$ cat config.mk
export PLATFORM = sky130hd
export DESIGN_NAME = tmr_top
export DESIGN_NICKNAME = d
export VERILOG_FILES = /design/src/verilog/tmr_pkg.sv /design/src/verilog/tmr_if.sv /design/src/verilog/tmr_top.sv /design/src/verilog/tmr_prescaler.sv /design/src/verilog/tmr_channel.sv
export VERILOG_INCLUDE_DIRS = /design/src /design/src/verilog
export SDC_FILE = /design/constraint.sdc
export NUM_CORES = 1
export LEC_CHECK = 0
export BUFFER_PORTS_ARGS = -buffer_cell sky130_fd_sc_hd__buf_4
export CAP_MARGIN = 25
export CORE_MARGIN = 2
export CORE_UTILIZATION = 55
export CTS_CLUSTER_SIZE = 30
export DETAILED_ROUTE_END_ITERATION = 10
export PLACE_DENSITY = 0.75
export SLEW_MARGIN = 0
export SYNTH_ARGS = -nofsm -noshare
export SYNTH_HDL_FRONTEND = slang
export SYNTH_HIERARCHICAL = 1
export SYNTH_SLANG_ARGS = --single-unit
export TNS_END_PERCENT = 5
$ cat constraint.sdc
create_clock -name clk_in -period 3 [get_ports clk_in]
set_input_delay 0 -clock clk_in [delete_from_list [all_inputs] [get_ports clk_in]]
set_output_delay 0 -clock clk_in [all_outputs]
set_load 0.02 [all_outputs]
$ cat src/verilog/tmr_params.svh
`ifndef TMR_PARAMS_SVH
`define TMR_PARAMS_SVH

// register byte addresses
`define TMR_ADDR_SC        8'h00
`define TMR_ADDR_CNTH      8'h04
`define TMR_ADDR_CNTL      8'h08
`define TMR_ADDR_MODH      8'h0c
`define TMR_ADDR_MODL      8'h10
// channel n block at 8'h40 + n*8'h10
`define TMR_CH_BASE_HI     2'b01
`define TMR_CH_OFS_SC      4'h0
`define TMR_CH_OFS_VH      4'h4
`define TMR_CH_OFS_VL      4'h8

// timer status/control fields
`define TMR_SC_OVF         7
`define TMR_SC_OIE         6
`define TMR_SC_STOP        5
`define TMR_SC_TRST        4
`define TMR_SC_PS_HI       2
`define TMR_SC_PS_LO       0
`define TMR_SC_RST         8'h20

// channel status/control fields
`define TMR_CH_FLAG        7
`define TMR_CH_IE          6
`define TMR_CH_MSB         5
`define TMR_CH_MSA         4
`define TMR_CH_ELSB        3
`define TMR_CH_ELSA        2

`define TMR_MOD_RST        16'hffff
`define TMR_PS_EXT         3'h7
`define TMR_NCH            4

`endif

$ cat src/verilog/tmr_pkg.sv
package tmr_pkg;
   typedef logic [7:0]  tmr_byte_t;
   typedef logic [15:0] tmr_cnt_t;
   typedef logic [2:0]  tmr_clksel_t;
   typedef enum logic [2:0] {
      TMR_CM_PORT = 3'b001,
      TMR_CM_CAPT = 3'b010,
      TMR_CM_CMP  = 3'b100
   } tmr_chmode_t;
endpackage : tmr_pkg

$ cat src/verilog/tmr_if.sv
`timescale 1ns/1ps

interface tmr_tick_if;
   import tmr_pkg::*;
   logic        clr;
   logic        run;
   tmr_clksel_t sel;
   logic        tick;
   modport presc (input clr, input run, input sel, output tick);
   modport core  (output clr, output run, output sel, input tick);
endinterface : tmr_tick_if

interface tmr_ch_if;
   import tmr_pkg::*;
   logic      wr_sc;
   logic      wr_vh;
   logic      wr_vl;
   logic      rd_sc;
   logic      rd_vh;
   logic      rd_vl;
   tmr_byte_t wdata;
   tmr_cnt_t  cnt;
   logic      cnt_chg;
   tmr_byte_t sc;
   tmr_cnt_t  val;
   logic      irq;
   modport chan (input wr_sc, input wr_vh, input wr_vl, input rd_sc,
                 input rd_vh, input rd_vl, input wdata, input cnt,
                 input cnt_chg, output sc, output val, output irq);
   modport core (output wr_sc, output wr_vh, output wr_vl, output rd_sc,
                 output rd_vh, output rd_vl, output wdata, output cnt,
                 output cnt_chg, input sc, input val, input irq);
endinterface : tmr_ch_if

$ cat src/verilog/tmr_top.sv
`timescale 1ns/1ps
`include "tmr_params.svh"

// Contract
// - overflow flag sets when the counter wraps from modulo to zero
// - read with flag set then write zero clears; new overflow voids it
// - writing one to overflow flag does nothing; reset clears it
// - overflow enable gates overflow interrupt; reset clears enable
// - stop bit freezes counter; reset sets it
// - counter-reset bit clears counter and prescaler, self-clears, reads zero
// - stop and counter-reset written together hold counter at zero
// - clock select: codes 0-6 divide bus clock by 2^n, 7 external pin
// - high-byte read latches low byte until low byte is read
// - counter registers read-only, cleared by reset and counter-reset
// - on match with modulo, flag sets and counter loads zero next tick
// - modulo high write suppresses overflow flag until low write
// - reset sets both modulo registers to all ones
// - capture channel flag sets on selected pin edge
// - compare channel flag sets when counter equals channel value
// - channel flag clears by read-then-write-zero unless new event
// - writing one to channel flag does nothing; reset clears flags
// - channel enable gates channel interrupt; reset clears enable
// - edge bits zero: pin released, mode bit A picks preset level
// - edge codes pick capture edge, or toggle/clear/set on compare
// - channel value high write suppresses compares until low write
module tmr_top
   import tmr_pkg::*;
(
   input  wire logic        clk_in,
   input  wire logic        rst_n_in,
   input  wire logic        psel_in,
   input  wire logic        penable_in,
   input  wire logic        pwrite_in,
   input  wire logic [7:0]  paddr_in,
   input  wire logic [31:0] pwdata_in,
   output logic [31:0]      prdata_out,
   output logic             pready_out,
   output logic             pslverr_out,
   input  wire logic        ext_clk_pin_in,
   input  wire logic [3:0]  ch_pin_in,
   output logic [3:0]       ch_pin_out,
   output logic [3:0]       ch_pin_oe_n_out,
   output logic             ovf_irq_out,
   output logic [3:0]       ch_irq_out
);
   tmr_cnt_t    cnt_r;
   tmr_cnt_t    mod_r;
   logic        mod_inh_r;
   logic        ovf_r;
   logic        ovf_arm_r;
   logic        oie_r;
   logic        stop_r;
   tmr_clksel_t ps_r;
   tmr_byte_t   lo_buf_r;
   logic        lo_held_r;
   logic        cnt_chg_r;
   logic [31:0] prdata_r;
   logic        pready_r;
   logic        pslverr_r;
   logic        ovf_irq_r;

   logic        acc;
   logic        wr;
   logic        rd;
   tmr_byte_t   wd;
   logic        hit_sc;
   logic        hit_cnth;
   logic        hit_cntl;
   logic        hit_modh;
   logic        hit_modl;
   logic [3:0]  hit_csc;
   logic [3:0]  hit_cvh;
   logic [3:0]  hit_cvl;
   logic        hit_any;
   logic        trst_wr;
   logic        cnt_step;
   logic        at_mod;
   logic        ovf_ev;
   tmr_byte_t   rdata;
   logic [1:0]  ch_idx;
   tmr_byte_t   chx_sc  [`TMR_NCH];
   tmr_cnt_t    chx_val [`TMR_NCH];
   logic [3:0]  chx_irq;

   tmr_tick_if tk ();
   tmr_ch_if   chx [`TMR_NCH] ();

   ////////////////////////////////////////////////////////////////////////
   // apb slave: effects land on the first access edge, pready one later
   assign acc = psel_in & penable_in & ~pready_r;
   assign wr  = acc & pwrite_in;
   assign rd  = acc & ~pwrite_in;
   assign wd  = pwdata_in[7:0];
   assign ch_idx = paddr_in[5:4];

   always_comb begin
      hit_sc   = 1'b0;
      hit_cnth = 1'b0;
      hit_cntl = 1'b0;
      hit_modh = 1'b0;
      hit_modl = 1'b0;
      hit_csc  = 4'h0;
      hit_cvh  = 4'h0;
      hit_cvl  = 4'h0;
      if (paddr_in == `TMR_ADDR_SC) begin
         hit_sc = 1'b1;
      end else if (paddr_in == `TMR_ADDR_CNTH) begin
         hit_cnth = 1'b1;
      end else if (paddr_in == `TMR_ADDR_CNTL) begin
         hit_cntl = 1'b1;
      end else if (paddr_in == `TMR_ADDR_MODH) begin
         hit_modh = 1'b1;
      end else if (paddr_in == `TMR_ADDR_MODL) begin
         hit_modl = 1'b1;
      end else if (paddr_in[7:6] == `TMR_CH_BASE_HI) begin
         if (paddr_in[3:0] == `TMR_CH_OFS_SC) begin
            hit_csc[ch_idx] = 1'b1;
         end else if (paddr_in[3:0] == `TMR_CH_OFS_VH) begin
            hit_cvh[ch_idx] = 1'b1;
         end else if (paddr_in[3:0] == `TMR_CH_OFS_VL) begin
            hit_cvl[ch_idx] = 1'b1;
         end
      end
      hit_any = hit_sc | hit_cnth | hit_cntl | hit_modh | hit_modl
                | (|hit_csc) | (|hit_cvh) | (|hit_cvl);
   end

   always_comb begin
      rdata = 8'h00;
      if (hit_sc) begin
         // counter-reset bit always reads zero
         rdata = {ovf_r, oie_r, stop_r, 1'b0, 1'b0, ps_r};
      end else if (hit_cnth) begin
         rdata = cnt_r[15:8];
      end else if (hit_cntl) begin
         rdata = lo_held_r ? lo_buf_r : cnt_r[7:0];
      end else if (hit_modh) begin
         rdata = mod_r[15:8];
      end else if (hit_modl) begin
         rdata = mod_r[7:0];
      end else if (|hit_csc) begin
         rdata = chx_sc[ch_idx];
      end else if (|hit_cvh) begin
         rdata = chx_val[ch_idx][15:8];
      end else if (|hit_cvl) begin
         rdata = chx_val[ch_idx][7:0];
      end
   end

   always_ff @(posedge clk_in or negedge rst_n_in) begin
      if (!rst_n_in) begin
         pready_r  <= 1'b0;
         pslverr_r <= 1'b0;
         prdata_r  <= 32'h0000_0000;
      end else begin
         pready_r  <= acc;
         pslverr_r <= acc & ~hit_any;
         if (rd) begin
            prdata_r <= {24'h00_0000, rdata};
         end
      end
   end

   ////////////////////////////////////////////////////////////////////////
   // control fields of the timer status/control register
   assign trst_wr = wr & hit_sc & wd[`TMR_SC_TRST];

   always_ff @(posedge clk_in or negedge rst_n_in) begin
      if (!rst_n_in) begin
         oie_r  <= 1'b0;
         stop_r <= 1'b1;
         ps_r   <= 3'h0;
      end else if (wr && hit_sc) begin
         oie_r  <= wd[`TMR_SC_OIE];
         stop_r <= wd[`TMR_SC_STOP];
         ps_r   <= wd[`TMR_SC_PS_HI:`TMR_SC_PS_LO];
      end
   end

   assign tk.clr = trst_wr;
   assign tk.run = ~stop_r;
   assign tk.sel = ps_r;

   ////////////////////////////////////////////////////////////////////////
   // counter; a tick already in flight is dropped once stop is set
   assign cnt_step = tk.tick & ~stop_r & ~trst_wr;
   assign at_mod   = (cnt_r == mod_r);
   assign ovf_ev   = cnt_step & at_mod & ~mod_inh_r;

   always_ff @(posedge clk_in or negedge rst_n_in) begin
      if (!rst_n_in) begin
         cnt_r <= 16'h0000;
      end else if (trst_wr) begin
         cnt_r <= 16'h0000;
      end else if (cnt_step) begin
         cnt_r <= at_mod ? 16'h0000 : cnt_r + 16'h0001;
      end
   end

   always_ff @(posedge clk_in or negedge rst_n_in) begin
      if (!rst_n_in) begin
         cnt_chg_r <= 1'b0;
      end else begin
         cnt_chg_r <= cnt_step | trst_wr;
      end
   end

   ////////////////////////////////////////////////////////////////////////
   // overflow flag: a new overflow disarms any clear in progress
   always_ff @(posedge clk_in or negedge rst_n_in) begin
      if (!rst_n_in) begin
         ovf_r     <= 1'b0;
         ovf_arm_r <= 1'b0;
      end else if (ovf_ev) begin
         ovf_r     <= 1'b1;
         ovf_arm_r <= 1'b0;
      end else if (wr && hit_sc) begin
         if (!wd[`TMR_SC_OVF] && ovf_arm_r) begin
            ovf_r <= 1'b0;
         end
         ovf_arm_r <= 1'b0;
      end else if (rd && hit_sc && ovf_r) begin
         ovf_arm_r <= 1'b1;
      end
   end

   always_ff @(posedge clk_in or negedge rst_n_in) begin
      if (!rst_n_in) begin
         ovf_irq_r <= 1'b0;
      end else begin
         ovf_irq_r <= ovf_r & oie_r;
      end
   end

   ////////////////////////////////////////////////////////////////////////
   // modulo registers; writes are not blocked while counting
   always_ff @(posedge clk_in or negedge rst_n_in) begin
      if (!rst_n_in) begin
         mod_r     <= `TMR_MOD_RST;
         mod_inh_r <= 1'b0;
      end else if (wr && hit_modh) begin
         mod_r[15:8] <= wd;
         mod_inh_r   <= 1'b1;
      end else if (wr && hit_modl) begin
         mod_r[7:0]  <= wd;
         mod_inh_r   <= 1'b0;
      end
   end

   ////////////////////////////////////////////////////////////////////////
   // coherent counter read; stays latched if the low byte is never read
   always_ff @(posedge clk_in or negedge rst_n_in) begin
      if (!rst_n_in) begin
         lo_buf_r  <= 8'h00;
         lo_held_r <= 1'b0;
      end else if (rd && hit_cnth && !lo_held_r) begin
         lo_buf_r  <= cnt_r[7:0];
         lo_held_r <= 1'b1;
      end else if (rd && hit_cntl) begin
         lo_held_r <= 1'b0;
      end
   end

   ////////////////////////////////////////////////////////////////////////
   tmr_prescaler u_presc (
      .clk_in     (clk_in),
      .rst_n_in   (rst_n_in),
      .ext_clk_in (ext_clk_pin_in),
      .tk         (tk.presc)
   );

   for (genvar i = 0; i < `TMR_NCH; i++) begin : g_ch
      assign chx[i].wr_sc   = wr & hit_csc[i];
      assign chx[i].wr_vh   = wr & hit_cvh[i];
      assign chx[i].wr_vl   = wr & hit_cvl[i];
      assign chx[i].rd_sc   = rd & hit_csc[i];
      assign chx[i].rd_vh   = rd & hit_cvh[i];
      assign chx[i].rd_vl   = rd & hit_cvl[i];
      assign chx[i].wdata   = wd;
      assign chx[i].cnt     = cnt_r;
      assign chx[i].cnt_chg = cnt_chg_r;
      assign chx_sc[i]      = chx[i].sc;
      assign chx_val[i]     = chx[i].val;
      assign chx_irq[i]     = chx[i].irq;

      tmr_channel u_ch (
         .clk_in       (clk_in),
         .rst_n_in     (rst_n_in),
         .pin_in       (ch_pin_in[i]),
         .pin_out      (ch_pin_out[i]),
         .pin_oe_n_out (ch_pin_oe_n_out[i]),
         .ch           (chx[i].chan)
      );
   end

   assign prdata_out  = prdata_r;
   assign pready_out  = pready_r;
   assign pslverr_out = pslverr_r;
   assign ovf_irq_out = ovf_irq_r;
   assign ch_irq_out  = chx_irq;
endmodule : tmr_top

$ cat src/verilog/tmr_prescaler.sv
`timescale 1ns/1ps
`include "tmr_params.svh"

module tmr_prescaler
   import tmr_pkg::*;
(
   input  wire logic  clk_in,
   input  wire logic  rst_n_in,
   input  wire logic  ext_clk_in,
   tmr_tick_if.presc  tk
);
   logic [5:0] div_r;
   logic       ext_s1_r;
   logic       ext_s2_r;
   logic       ext_s3_r;
   logic       tick_r;
   logic [5:0] mask;
   logic       tick_nxt;

   ////////////////////////////////////////////////////////////////////////
   // external count clock: two-stage sync, then rising-edge detect
   always_ff @(posedge clk_in or negedge rst_n_in) begin
      if (!rst_n_in) begin
         ext_s1_r <= 1'b0;
         ext_s2_r <= 1'b0;
         ext_s3_r <= 1'b0;
      end else begin
         ext_s1_r <= ext_clk_in;
         ext_s2_r <= ext_s1_r;
         ext_s3_r <= ext_s2_r;
      end
   end

   ////////////////////////////////////////////////////////////////////////
   always_ff @(posedge clk_in or negedge rst_n_in) begin
      if (!rst_n_in) begin
         div_r <= 6'h00;
      end else if (tk.clr) begin
         div_r <= 6'h00;
      end else if (tk.run) begin
         div_r <= div_r + 6'h01;
      end
   end

   always_comb begin
      mask = 6'(7'h7f >> (3'h7 - tk.sel)) & 6'h3f;
      if (tk.sel == `TMR_PS_EXT) begin
         tick_nxt = ext_s2_r & ~ext_s3_r;
      end else begin
         tick_nxt = ((div_r & mask) == mask);
      end
   end

   // tick is registered, so it trails the divider by one bus clock
   always_ff @(posedge clk_in or negedge rst_n_in) begin
      if (!rst_n_in) begin
         tick_r <= 1'b0;
      end else begin
         tick_r <= tick_nxt & tk.run & ~tk.clr;
      end
   end

   assign tk.tick = tick_r;
endmodule : tmr_prescaler

$ cat src/verilog/tmr_channel.sv
`timescale 1ns/1ps
`include "tmr_params.svh"

module tmr_channel
   import tmr_pkg::*;
(
   input  wire logic  clk_in,
   input  wire logic  rst_n_in,
   input  wire logic  pin_in,
   output logic       pin_out,
   output logic       pin_oe_n_out,
   tmr_ch_if.chan     ch
);
   logic        flag_r;
   logic        ie_r;
   logic        msb_r;
   logic        msa_r;
   logic [1:0]  els_r;
   tmr_cnt_t    val_r;
   logic        cmp_inh_r;
   logic        cap_inh_r;
   logic        arm_r;
   logic        irq_r;
   logic        s1_r;
   logic        s2_r;
   logic        s3_r;
   tmr_chmode_t mode;
   logic        edge_hit;
   logic        cap_ev;
   logic        cmp_ev;
   logic        ev;

   always_comb begin
      if (els_r == 2'b00) begin
         mode = TMR_CM_PORT;
      end else if (msb_r || msa_r) begin
         mode = TMR_CM_CMP;
      end else begin
         mode = TMR_CM_CAPT;
      end
      case (els_r)
         2'b01:   edge_hit = s2_r & ~s3_r;
         2'b10:   edge_hit = ~s2_r & s3_r;
         2'b11:   edge_hit = s2_r ^ s3_r;
         default: edge_hit = 1'b0;
      endcase
   end

   assign cap_ev = (mode == TMR_CM_CAPT) && edge_hit && !cap_inh_r;
   assign cmp_ev = (mode == TMR_CM_CMP) && ch.cnt_chg
                   && (ch.cnt == val_r) && !cmp_inh_r;
   assign ev     = cap_ev | cmp_ev;

   ////////////////////////////////////////////////////////////////////////
   always_ff @(posedge clk_in or negedge rst_n_in) begin
      if (!rst_n_in) begin
         s1_r <= 1'b0;
         s2_r <= 1'b0;
         s3_r <= 1'b0;
      end else begin
         s1_r <= pin_in;
         s2_r <= s1_r;
         s3_r <= s2_r;
      end
   end

   ////////////////////////////////////////////////////////////////////////
   // a new event beats a clearing write in the same cycle
   always_ff @(posedge clk_in or negedge rst_n_in) begin
      if (!rst_n_in) begin
         flag_r <= 1'b0;
         arm_r  <= 1'b0;
      end else if (ev) begin
         flag_r <= 1'b1;
         arm_r  <= 1'b0;
      end else if (ch.wr_sc) begin
         if (!ch.wdata[`TMR_CH_FLAG] && arm_r) begin
            flag_r <= 1'b0;
         end
         arm_r <= 1'b0;
      end else if (ch.rd_sc && flag_r) begin
         arm_r <= 1'b1;
      end
   end

   always_ff @(posedge clk_in or negedge rst_n_in) begin
      if (!rst_n_in) begin
         ie_r  <= 1'b0;
         msb_r <= 1'b0;
         msa_r <= 1'b0;
         els_r <= 2'b00;
      end else if (ch.wr_sc) begin
         ie_r  <= ch.wdata[`TMR_CH_IE];
         msb_r <= ch.wdata[`TMR_CH_MSB];
         msa_r <= ch.wdata[`TMR_CH_MSA];
         els_r <= ch.wdata[`TMR_CH_ELSB:`TMR_CH_ELSA];
      end
   end

   ////////////////////////////////////////////////////////////////////////
   // value register: software writes win over a capture in the same cycle
   always_ff @(posedge clk_in or negedge rst_n_in) begin
      if (!rst_n_in) begin
         val_r     <= 16'h0000;
         cmp_inh_r <= 1'b0;
      end else if (ch.wr_vh) begin
         val_r[15:8] <= ch.wdata;
         cmp_inh_r   <= 1'b1;
      end else if (ch.wr_vl) begin
         val_r[7:0]  <= ch.wdata;
         cmp_inh_r   <= 1'b0;
      end else if (cap_ev) begin
         val_r <= ch.cnt;
      end
   end

   always_ff @(posedge clk_in or negedge rst_n_in) begin
      if (!rst_n_in) begin
         cap_inh_r <= 1'b0;
      end else if (ch.rd_vh && mode == TMR_CM_CAPT) begin
         cap_inh_r <= 1'b1;
      end else if (ch.rd_vl) begin
         cap_inh_r <= 1'b0;
      end
   end

   ////////////////////////////////////////////////////////////////////////
   always_ff @(posedge clk_in or negedge rst_n_in) begin
      if (!rst_n_in) begin
         pin_out      <= 1'b1;
         pin_oe_n_out <= 1'b1;
      end else begin
         pin_oe_n_out <= (mode != TMR_CM_CMP);
         if (mode == TMR_CM_PORT) begin
            pin_out <= ~msa_r;
         end else if (cmp_ev) begin
            case (els_r)
               2'b01:   pin_out <= ~pin_out;
               2'b10:   pin_out <= 1'b0;
               default: pin_out <= 1'b1;
            endcase
         end
      end
   end

   always_ff @(posedge clk_in or negedge rst_n_in) begin
      if (!rst_n_in) begin
         irq_r <= 1'b0;
      end else begin
         irq_r <= flag_r & ie_r;
      end
   end

   assign ch.sc  = {flag_r, ie_r, msb_r, msa_r, els_r, 2'b00};
   assign ch.val = val_r;
   assign ch.irq = irq_r;
endmodule : tmr_channel

==> results of run 1 <==
[metrics by stage]
step / setup slack [ps] / area [sq um] / instances
detailed placement: 216 / 12200 / 1402
global route: 255 / 13000 / 1453
global placement: 335 / 12200 / 1401
floorplan: 644 / 11900 / 1147
CTS: 202 / 12900 / 1449
finish: 354 / 13000 / 1454
[Yosys cell counts (6+ instances only)]
cell,n,area [sq um]
nor4_1,24,150
mux2i_1,66,661
o211ai_1,10,75.1
nor4_2,11,138
or4_4,6,67.6
nand2b_1,7,43.8
mux2_1,13,146
clkbuf_1,39,146
mux4_2,24,541
ha_1,10,125
o21ai_1,50,250
inv_1,28,105
mux2_2,72,811
nand3b_1,10,75.1
o21ai_0,23,115
nand4_1,10,62.6
nand3_1,25,125
nand2_1,96,360
buf_2,8,40.0
and2_1,10,62.6
o22ai_1,9,56.3
and3_1,8,50.1
a31oi_1,8,50.1
dfrtp_1,170,4250
dfstp_2,25,657
nor2_1,63,236
o21bai_1,7,52.6
xor2_1,84,736
or4_1,6,45.0
buf_4,55,413
a21oi_1,26,130
nor2b_1,8,50.1
nor3_1,16,80.1
[layer usage]
layer,up-vias,track usage (%),share of wire (%)
met3,138,7.36,9.4
met1,4603,42.9,40
met4,0,16.4,5.3
met5,-,0,0
met2,535,48.3,45
li1,4040,-,-
[state kept, by name (all words and copies together) (netlist names), 6 cells and up]
signal	cells
g_ch.u_ch/ch.val	64
chx.cnt	16
g_ch.u_ch/els_r	8
lo_buf_r	8
u_presc/div_r	6
prdata_out	8
mod_r	16
[critical path: cells and delay by family, from the launching register on]
| family | cells | cell delay (ps) |
|---|---|---|
| muxes | 1 | 410 |
| buffers and inverters | 1 | 120 |
| and+or+nand+nor | 4 | 1110 |
| DFF | 1 | 390 |
| AOI/OAI and AO/OA | 1 | 500 |
[layout by cell type, fill, tap and decap left out, drive strengths merged, types with 35 or more instances in the layout]
master	n
nand2	96
nor4	35
inv	35
nor2	63
buf	89
dfrtp	170
xor2	84
mux2i	66
o21ai	73
mux2	85
[final cells by class]
type / instances / area, sq um / area share [%]
Tap cell: 275 / 344 / 2.65
Timing Repair Buffer: 105 / 845 / 6.51
Sequential cell: 195 / 4910 / 37.8
Inverter: 28 / 105 / 0.810
Antenna cell: 1 / 2.50 / 0.0193
Multi-Input combinational cell: 818 / 6220 / 47.9
Clock buffer: 18 / 429 / 3.31
Clock inverter: 14 / 121 / 0.935
[kinds of logic after synthesis]
| logic type | Yosys count |
|---|---|
| flops | 195 |
| xor+xnor | 86 |
| fa+ha+maj | 10 |
| simple gates | 329 |
| other cells | 5 |
| mux | 175 |
| compound gates | 186 |
| buf+inv | 134 |
[worst max path at each step]
| stage | from | to | slack [ps] | depth (start not counted) |
|---|---|---|---|---|
| floorplan | pready_out | g_ch[0].u_ch/ch.val[10] | 640 | 8 |
| global route | pready_out | g_ch[0].u_ch/ch.val[8] | 250 | 7 |
| global placement | pready_out | g_ch[0].u_ch/ch.val[7] | 330 | 6 |
| CTS | pready_out | g_ch[1].u_ch/ch.val[7] | 200 | 7 |
| finish | pready_out | g_ch[0].u_ch/ch.val[8] | 350 | 7 |
| detailed placement | pready_out | g_ch[1].u_ch/ch.val[6] | 220 | 6 |
[where the power goes]
group	internal (mW)	switching, mW
clock network	1.09	1.11
logic	0.166	0.294
registers	2.70	0.0841
total	3.96	1.48
==> metrics.md, run 1 <==
| Metric | Value |
|---|---|
| Status | `complete, no violations` |
| # Post-CTS Setup Buffers | `0` |
| Max Cap Violations | `0` |
| Final wirelength | `34.9 mm` |
| DIE WIDTH | `approximately 150 um` |
| Placer Congestion | `0.991` |
| Fmax | `0.378 GHz` |
| DR DRC count | `0` |
| Most frequent CP cell | `nor2_1` |
| Die footprint | `22600 sq um` |
| Leakage power | `5.89 nW` |
| Nets | `1225` |
| Clock skew | `13.5 ps` |
| GRT Resource Usage Total | `31.9%` |
| Clk sinks | `195` |
| Post-synthesis xor/xnor area fraction | `~6.4%` |
| Ys async rst share | `100%` |
| Hold Slack | `~50 ps` |
| FF-to-FF path depth | `7` |
| Period utilization | `88.2%` |
| Ys Warns | `6` |
| Synth unique cells | `76` |
| Core Area | `21000 sq um` |
| Sequential fraction of the synthesis area | `41.7%` |
| Post-cts sizing count | `0` |
| Vias/cell | `~6.4` |
| Crit end category | `flop` |
| Clock slew at reported path FFs | `70 ps` |
| I/O pin cnt | `97` |
| Clock Root Buffer | `clkbuf_16` |
| Setup tns final | `0 ps` |
| RSZ-0062 raised after global routing | `no` |
| Clk buf depth | `2` |
| Worst setup path class | `reg2reg` |
| CTS buffer count | `17` |
| Worst hold path type | `in2reg` |
| Initial Utilization | `56.0%` |
| Via count | `9316` |
| Cells after Synth | `1120` |
| # fillers | `1657` |
| Vias in the first global route | `9130` |
| H-tree depth | `4` |
| Setup-violating endpoint count in the final report | `0` |
| Die height | `150 um` |
| Placement row count | `53` |
| WHS Path Cells | `5` |
| Hold Startpoint | `paddr_in[1]` |
| EDFF count, synth | `0` |
| Critical path's slowest cell | `a21oi_2` |
| Share of cells above drive strength 1 | `23.8%` |
| Crit-path cells | `nand4b_1, nor2_1, nand3_1, nor2_1, inv_1, a21oi_2, mux2_2` |
| Largest net degree at the start of global routing | `101` |
| Port Buf Inserts | `48` |
| Top_reg_cell synth | `dfrtp_1` |
| Worst vdd ir | `303 uV` |
| First-pass GRT wire length | `53.6 mm` |
| WHS Endpoint | `lo_held_r` |
| P&R area growth vs syn | `10.2%` |
| Final Slew Violations | `0` |
| Hold bufs inserted after CTS | `15` |
| Final Util | `just over 60%` |
| Worst Tran Pin Value | `around 1100 ps` |
| Slowest stage delay, CP | `500 ps` |
| Final Power | `5.44 mW` |
| HPWL after DPL | `23.8 mm` |
| DR pass1 iterations | `6` |
| Later-pin clock latency in the skew report | `450 ps` |
| Power Dens Cells | `419 nW/um^2` |
| Compound-Gate Fraction of Synth Area | `approximately a tenth` |
| Worst R2R End | `g_ch[0].u_ch/ch.val[8]` |
| TritonCTS clock tree | `built` |
| Mux share of post-synthesis cell area | `18.3%` |
| Post-layout min period | `2650 ps` |
| Largest family of logic cells by synthesized area | `multiplexers` |
| Wire per inst | `24.0 um` |
| GRT Residual Overflow | `0` |
| Startpoint types | `flop` |
| Data required, critical path | `3330 ps` |
| Post-synthesis adder-cell area fraction | `around 1.1%` |
| Initial antenna violation count | `0` |
| Final Hold Fails | `0` |
| WP data arrival | `2970 ps` |
| ANT nets after route | `0` |
| Synth Area in Simple Gates | `15.7%` |
| Slew HR | `27.6%` |
| Iteration-0 DRC Markers | `1056` |
| Syn avg cell area | `10.5 sq um` |
| Synthesized cell area | `11800 sq um` |
| Yosys reg bits | `195` |
| Crit Path Max Fanout | `8` |
| Reg2reg start | `pready_out` |
| FF-to-FF setup slack | `350 ps` |
Power figures use the tool's default switching activity.
==> run 2, diff against run 1 <==
RECOVER_POWER = 100   (was unset)
==> run 2 against run 1 <==
  * The run now ends with capacitance limit, slew limit left
  * Sequential cell count unchanged
  * Sequential power about the same
  * Core utilization down 0.93 points
  * First-iteration DRC count down 0.95%
==> metrics.md, run 2 (synthesis gave the netlist of run 1 again) <==
| Metric | Value |
|---|---|
| Final Slew Violations | `61 (+61)` |
| Core Area | `21000 sq um (unchanged)` |
| Placement row count | `53 (unchanged)` |
| Clk buf depth | `2 (unchanged)` |
| Initial Utilization | `56.0% (unchanged)` |
| Crit. Startpoint | `pready_out` |
| Crit Path Max Fanout | `16 (+8)` |
| Crit end category | `flop` |
| Vias/cell | `6.38 (-0.36%)` |
| Final wirelength | `34.9 mm (unchanged)` |
| Placer Congestion | `0.991 (unchanged)` |
| ANT nets after route | `0 (unchanged)` |
| # fillers | `1699 (+2.5%)` |
| Port Buf Inserts | `48 (unchanged)` |
| DIE WIDTH | `150 um (unchanged)` |
| Layer with the highest usage | `met2` |
| Clock Root Buffer | `clkbuf_16` |
| Setup tns final | `0 ps (unchanged)` |
| Setup-violating endpoint count in the final report | `0 (unchanged)` |
| Initial antenna violation count | `0 (unchanged)` |
| Final Hold Fails | `0 (unchanged)` |
| P&R area growth vs syn | `8.59%` |
| Hold Slack | `21.6 ps (-28.5 ps)` |
| Share of cells above drive strength 1 | `20.3% (-3.5 points)` |
| Worst vdd ir | `301 uV (-0.52%)` |
| Clock skew | `12.2 ps (-1.32 ps)` |
| HPWL after DPL | `23.8 mm (unchanged)` |
| Hold Startpoint | `paddr_in[1]` |
| GRT Residual Overflow | `0 (unchanged)` |
| GR Util met2 | `48.3% (unchanged)` |
| Commonest non-fill, non-tap cell in the layout | `dfrtp_1` |
| Post-cts sizing count | `0 (unchanged)` |
| Max Cap Violations | `1 (+1)` |
| WP data arrival | `3060 ps (+90 ps)` |
| Leakage power | `5.75 nW (-2.5%)` |
| Reg2reg start | `pready_out` |
| Failing checks | `capacitance limit, slew limit` |
| Largest net degree at the start of global routing | `101 (unchanged)` |
| Via count | `9282 (-0.36%)` |
| Clock slew at reported path FFs | `70 ps (about the same)` |
| Worst hold path type | `in2reg` |
| DR pass1 iterations | `5 (-1)` |
| Multi-input combinational cell area | `6150 sq um (-1.2%)` |
| DR DRC count | `0 (unchanged)` |
| TritonCTS clock tree | `built` |
| CTS buffer count | `17 (unchanged)` |
| Worst Tran Pin Value | `1610 ps (+527 ps)` |
| Wire per inst | `24.0 um (unchanged)` |
| Iteration-0 DRC Markers | `1046 (-0.95%)` |
| Most frequent cells in the layout | `dfrtp_1 (170), nand2_1 (96), xor2_1 (84)` |
| Nets | `1225 (unchanged)` |
| Clk sinks | `195 (unchanged)` |
| GRT Resource Usage Total | `31.9% (unchanged)` |
| Die height | `150 um (unchanged)` |
| First-pass GRT wire length | `53.6 mm (unchanged)` |
| I/O pin cnt | `97 (unchanged)` |
| Slew HR | `-7.14% (-35 points)` |
| Startpoint types | `flop` |
| H-tree depth | `4 (unchanged)` |
| Die footprint | `22600 sq um (unchanged)` |
| Later-pin clock latency in the skew report | `450 ps (about the same)` |
| Vias in the first global route | `9130 (unchanged)` |
| Worst setup path class | `reg2reg` |
| RSZ-0062 raised after global routing | `no` |
| Fmax | `0.364 GHz (-3.6%)` |
| Status | `finished, violations left` |
| Post-layout min period | `2750 ps (+100 ps)` |
| Flip-flop count of the largest register after layout | `64 (unchanged)` |
| Met3 Use GR | `7.36% (unchanged)` |
| Data required, critical path | `3310 ps (-20 ps)` |
| Power Dens Cells | `424 nW/um^2 (+1.1%)` |
| Reg area | `4910 sq um (unchanged)` |
| Period utilization | `91.5% (+3.3 points)` |
| Met1 usage | `42.9% (unchanged)` |
run 2: cell count changes in the layout (fill, tap and decap cells not counted), moves of 5 or more:
cell and delta:
buf_4 -36, clkbuf_4 +5, o21ai_0 +43, clkbuf_1 +29, and2_0 +8, o21ai_1 -43, and2_1 -8
run 2: critical path: stages, from the launching register on:
cell and delay (ps):
dfrtp_1 390, nand4b_1 250, nor2_1 200, nand3_1 210, nor2_1 320, clkbuf_1 550, inv_1 150, a21oi_1 200
buf_4 230, o21ai_0 130
run 2: path summary, 6_finish.rpt:
kind                       slack [ps]                       to  cells after the start
max                               250  g_ch[2].u_ch/ch.val[13]                      9
min                                20                lo_held_r                      5
max reg2reg                       250  g_ch[2].u_ch/ch.val[13]                      9
min reg2reg                       350        g_ch[0].u_ch/s2_r                      0
max in group asynchronous         810          u_presc/tk.tick                      3
min in group asynchronous         490  g_ch[2].u_ch/ch.val[14]                      2
run 2: layer usage:
layer | vias to the layer above | routed length [um] | share of wire (%)
met5 | - | 0 | 0
met4 | 0 | 1850 | 5.3
met3 | 123 | 3310 | 9.5
met2 | 534 | 15700 | 45
met1 | 4583 | 14100 | 40
li1 | 4042 | - | -
run 2: report_power, final:
group,total (mW),switching (mW),leakage [nW],internal (mW)
sequential,2.78,0.0834,2.53,2.70
clock,2.19,1.10,0.263,1.09
combinational,0.442,0.290,2.96,0.153
total,5.42,1.48,5.75,3.94
run 2: metrics by stage:
step	utilization, %	cell area (sq um)	power, mW	std cells	setup slack [ps]
after floorplan	-	11900	3.08	1147	644
after global placement	58.2	12200	3.26	1401	335
after detailed placement	58.3	12200	3.27	1402	216
after CTS	61.6	12900	5.44	1449	202
after global routing	60.8	12800	5.62	1453	143
final	60.8	12800	5.42	1454	254
run 2: what timing repair did:
| item | 4_1_cts | 5_1_grt |
|---|---|---|
| setup endpoints to repair | 0 | 0 |
| endpoints found under the hold margin | 82 | 0 |
| hold buffers | 15 | 0 |
| buffers inserted | 0 | 0 |
run 2: final cells by class:
cell class	instances	area share [%]
Multi-Input combinational cell	818	48.1
Sequential cell	195	38.4
Timing Repair Buffer	105	5.65
Clock buffer	18	3.36
Tap cell	275	2.69
Clock inverter	14	0.949
Inverter	28	0.822
Antenna cell	1	0.0196
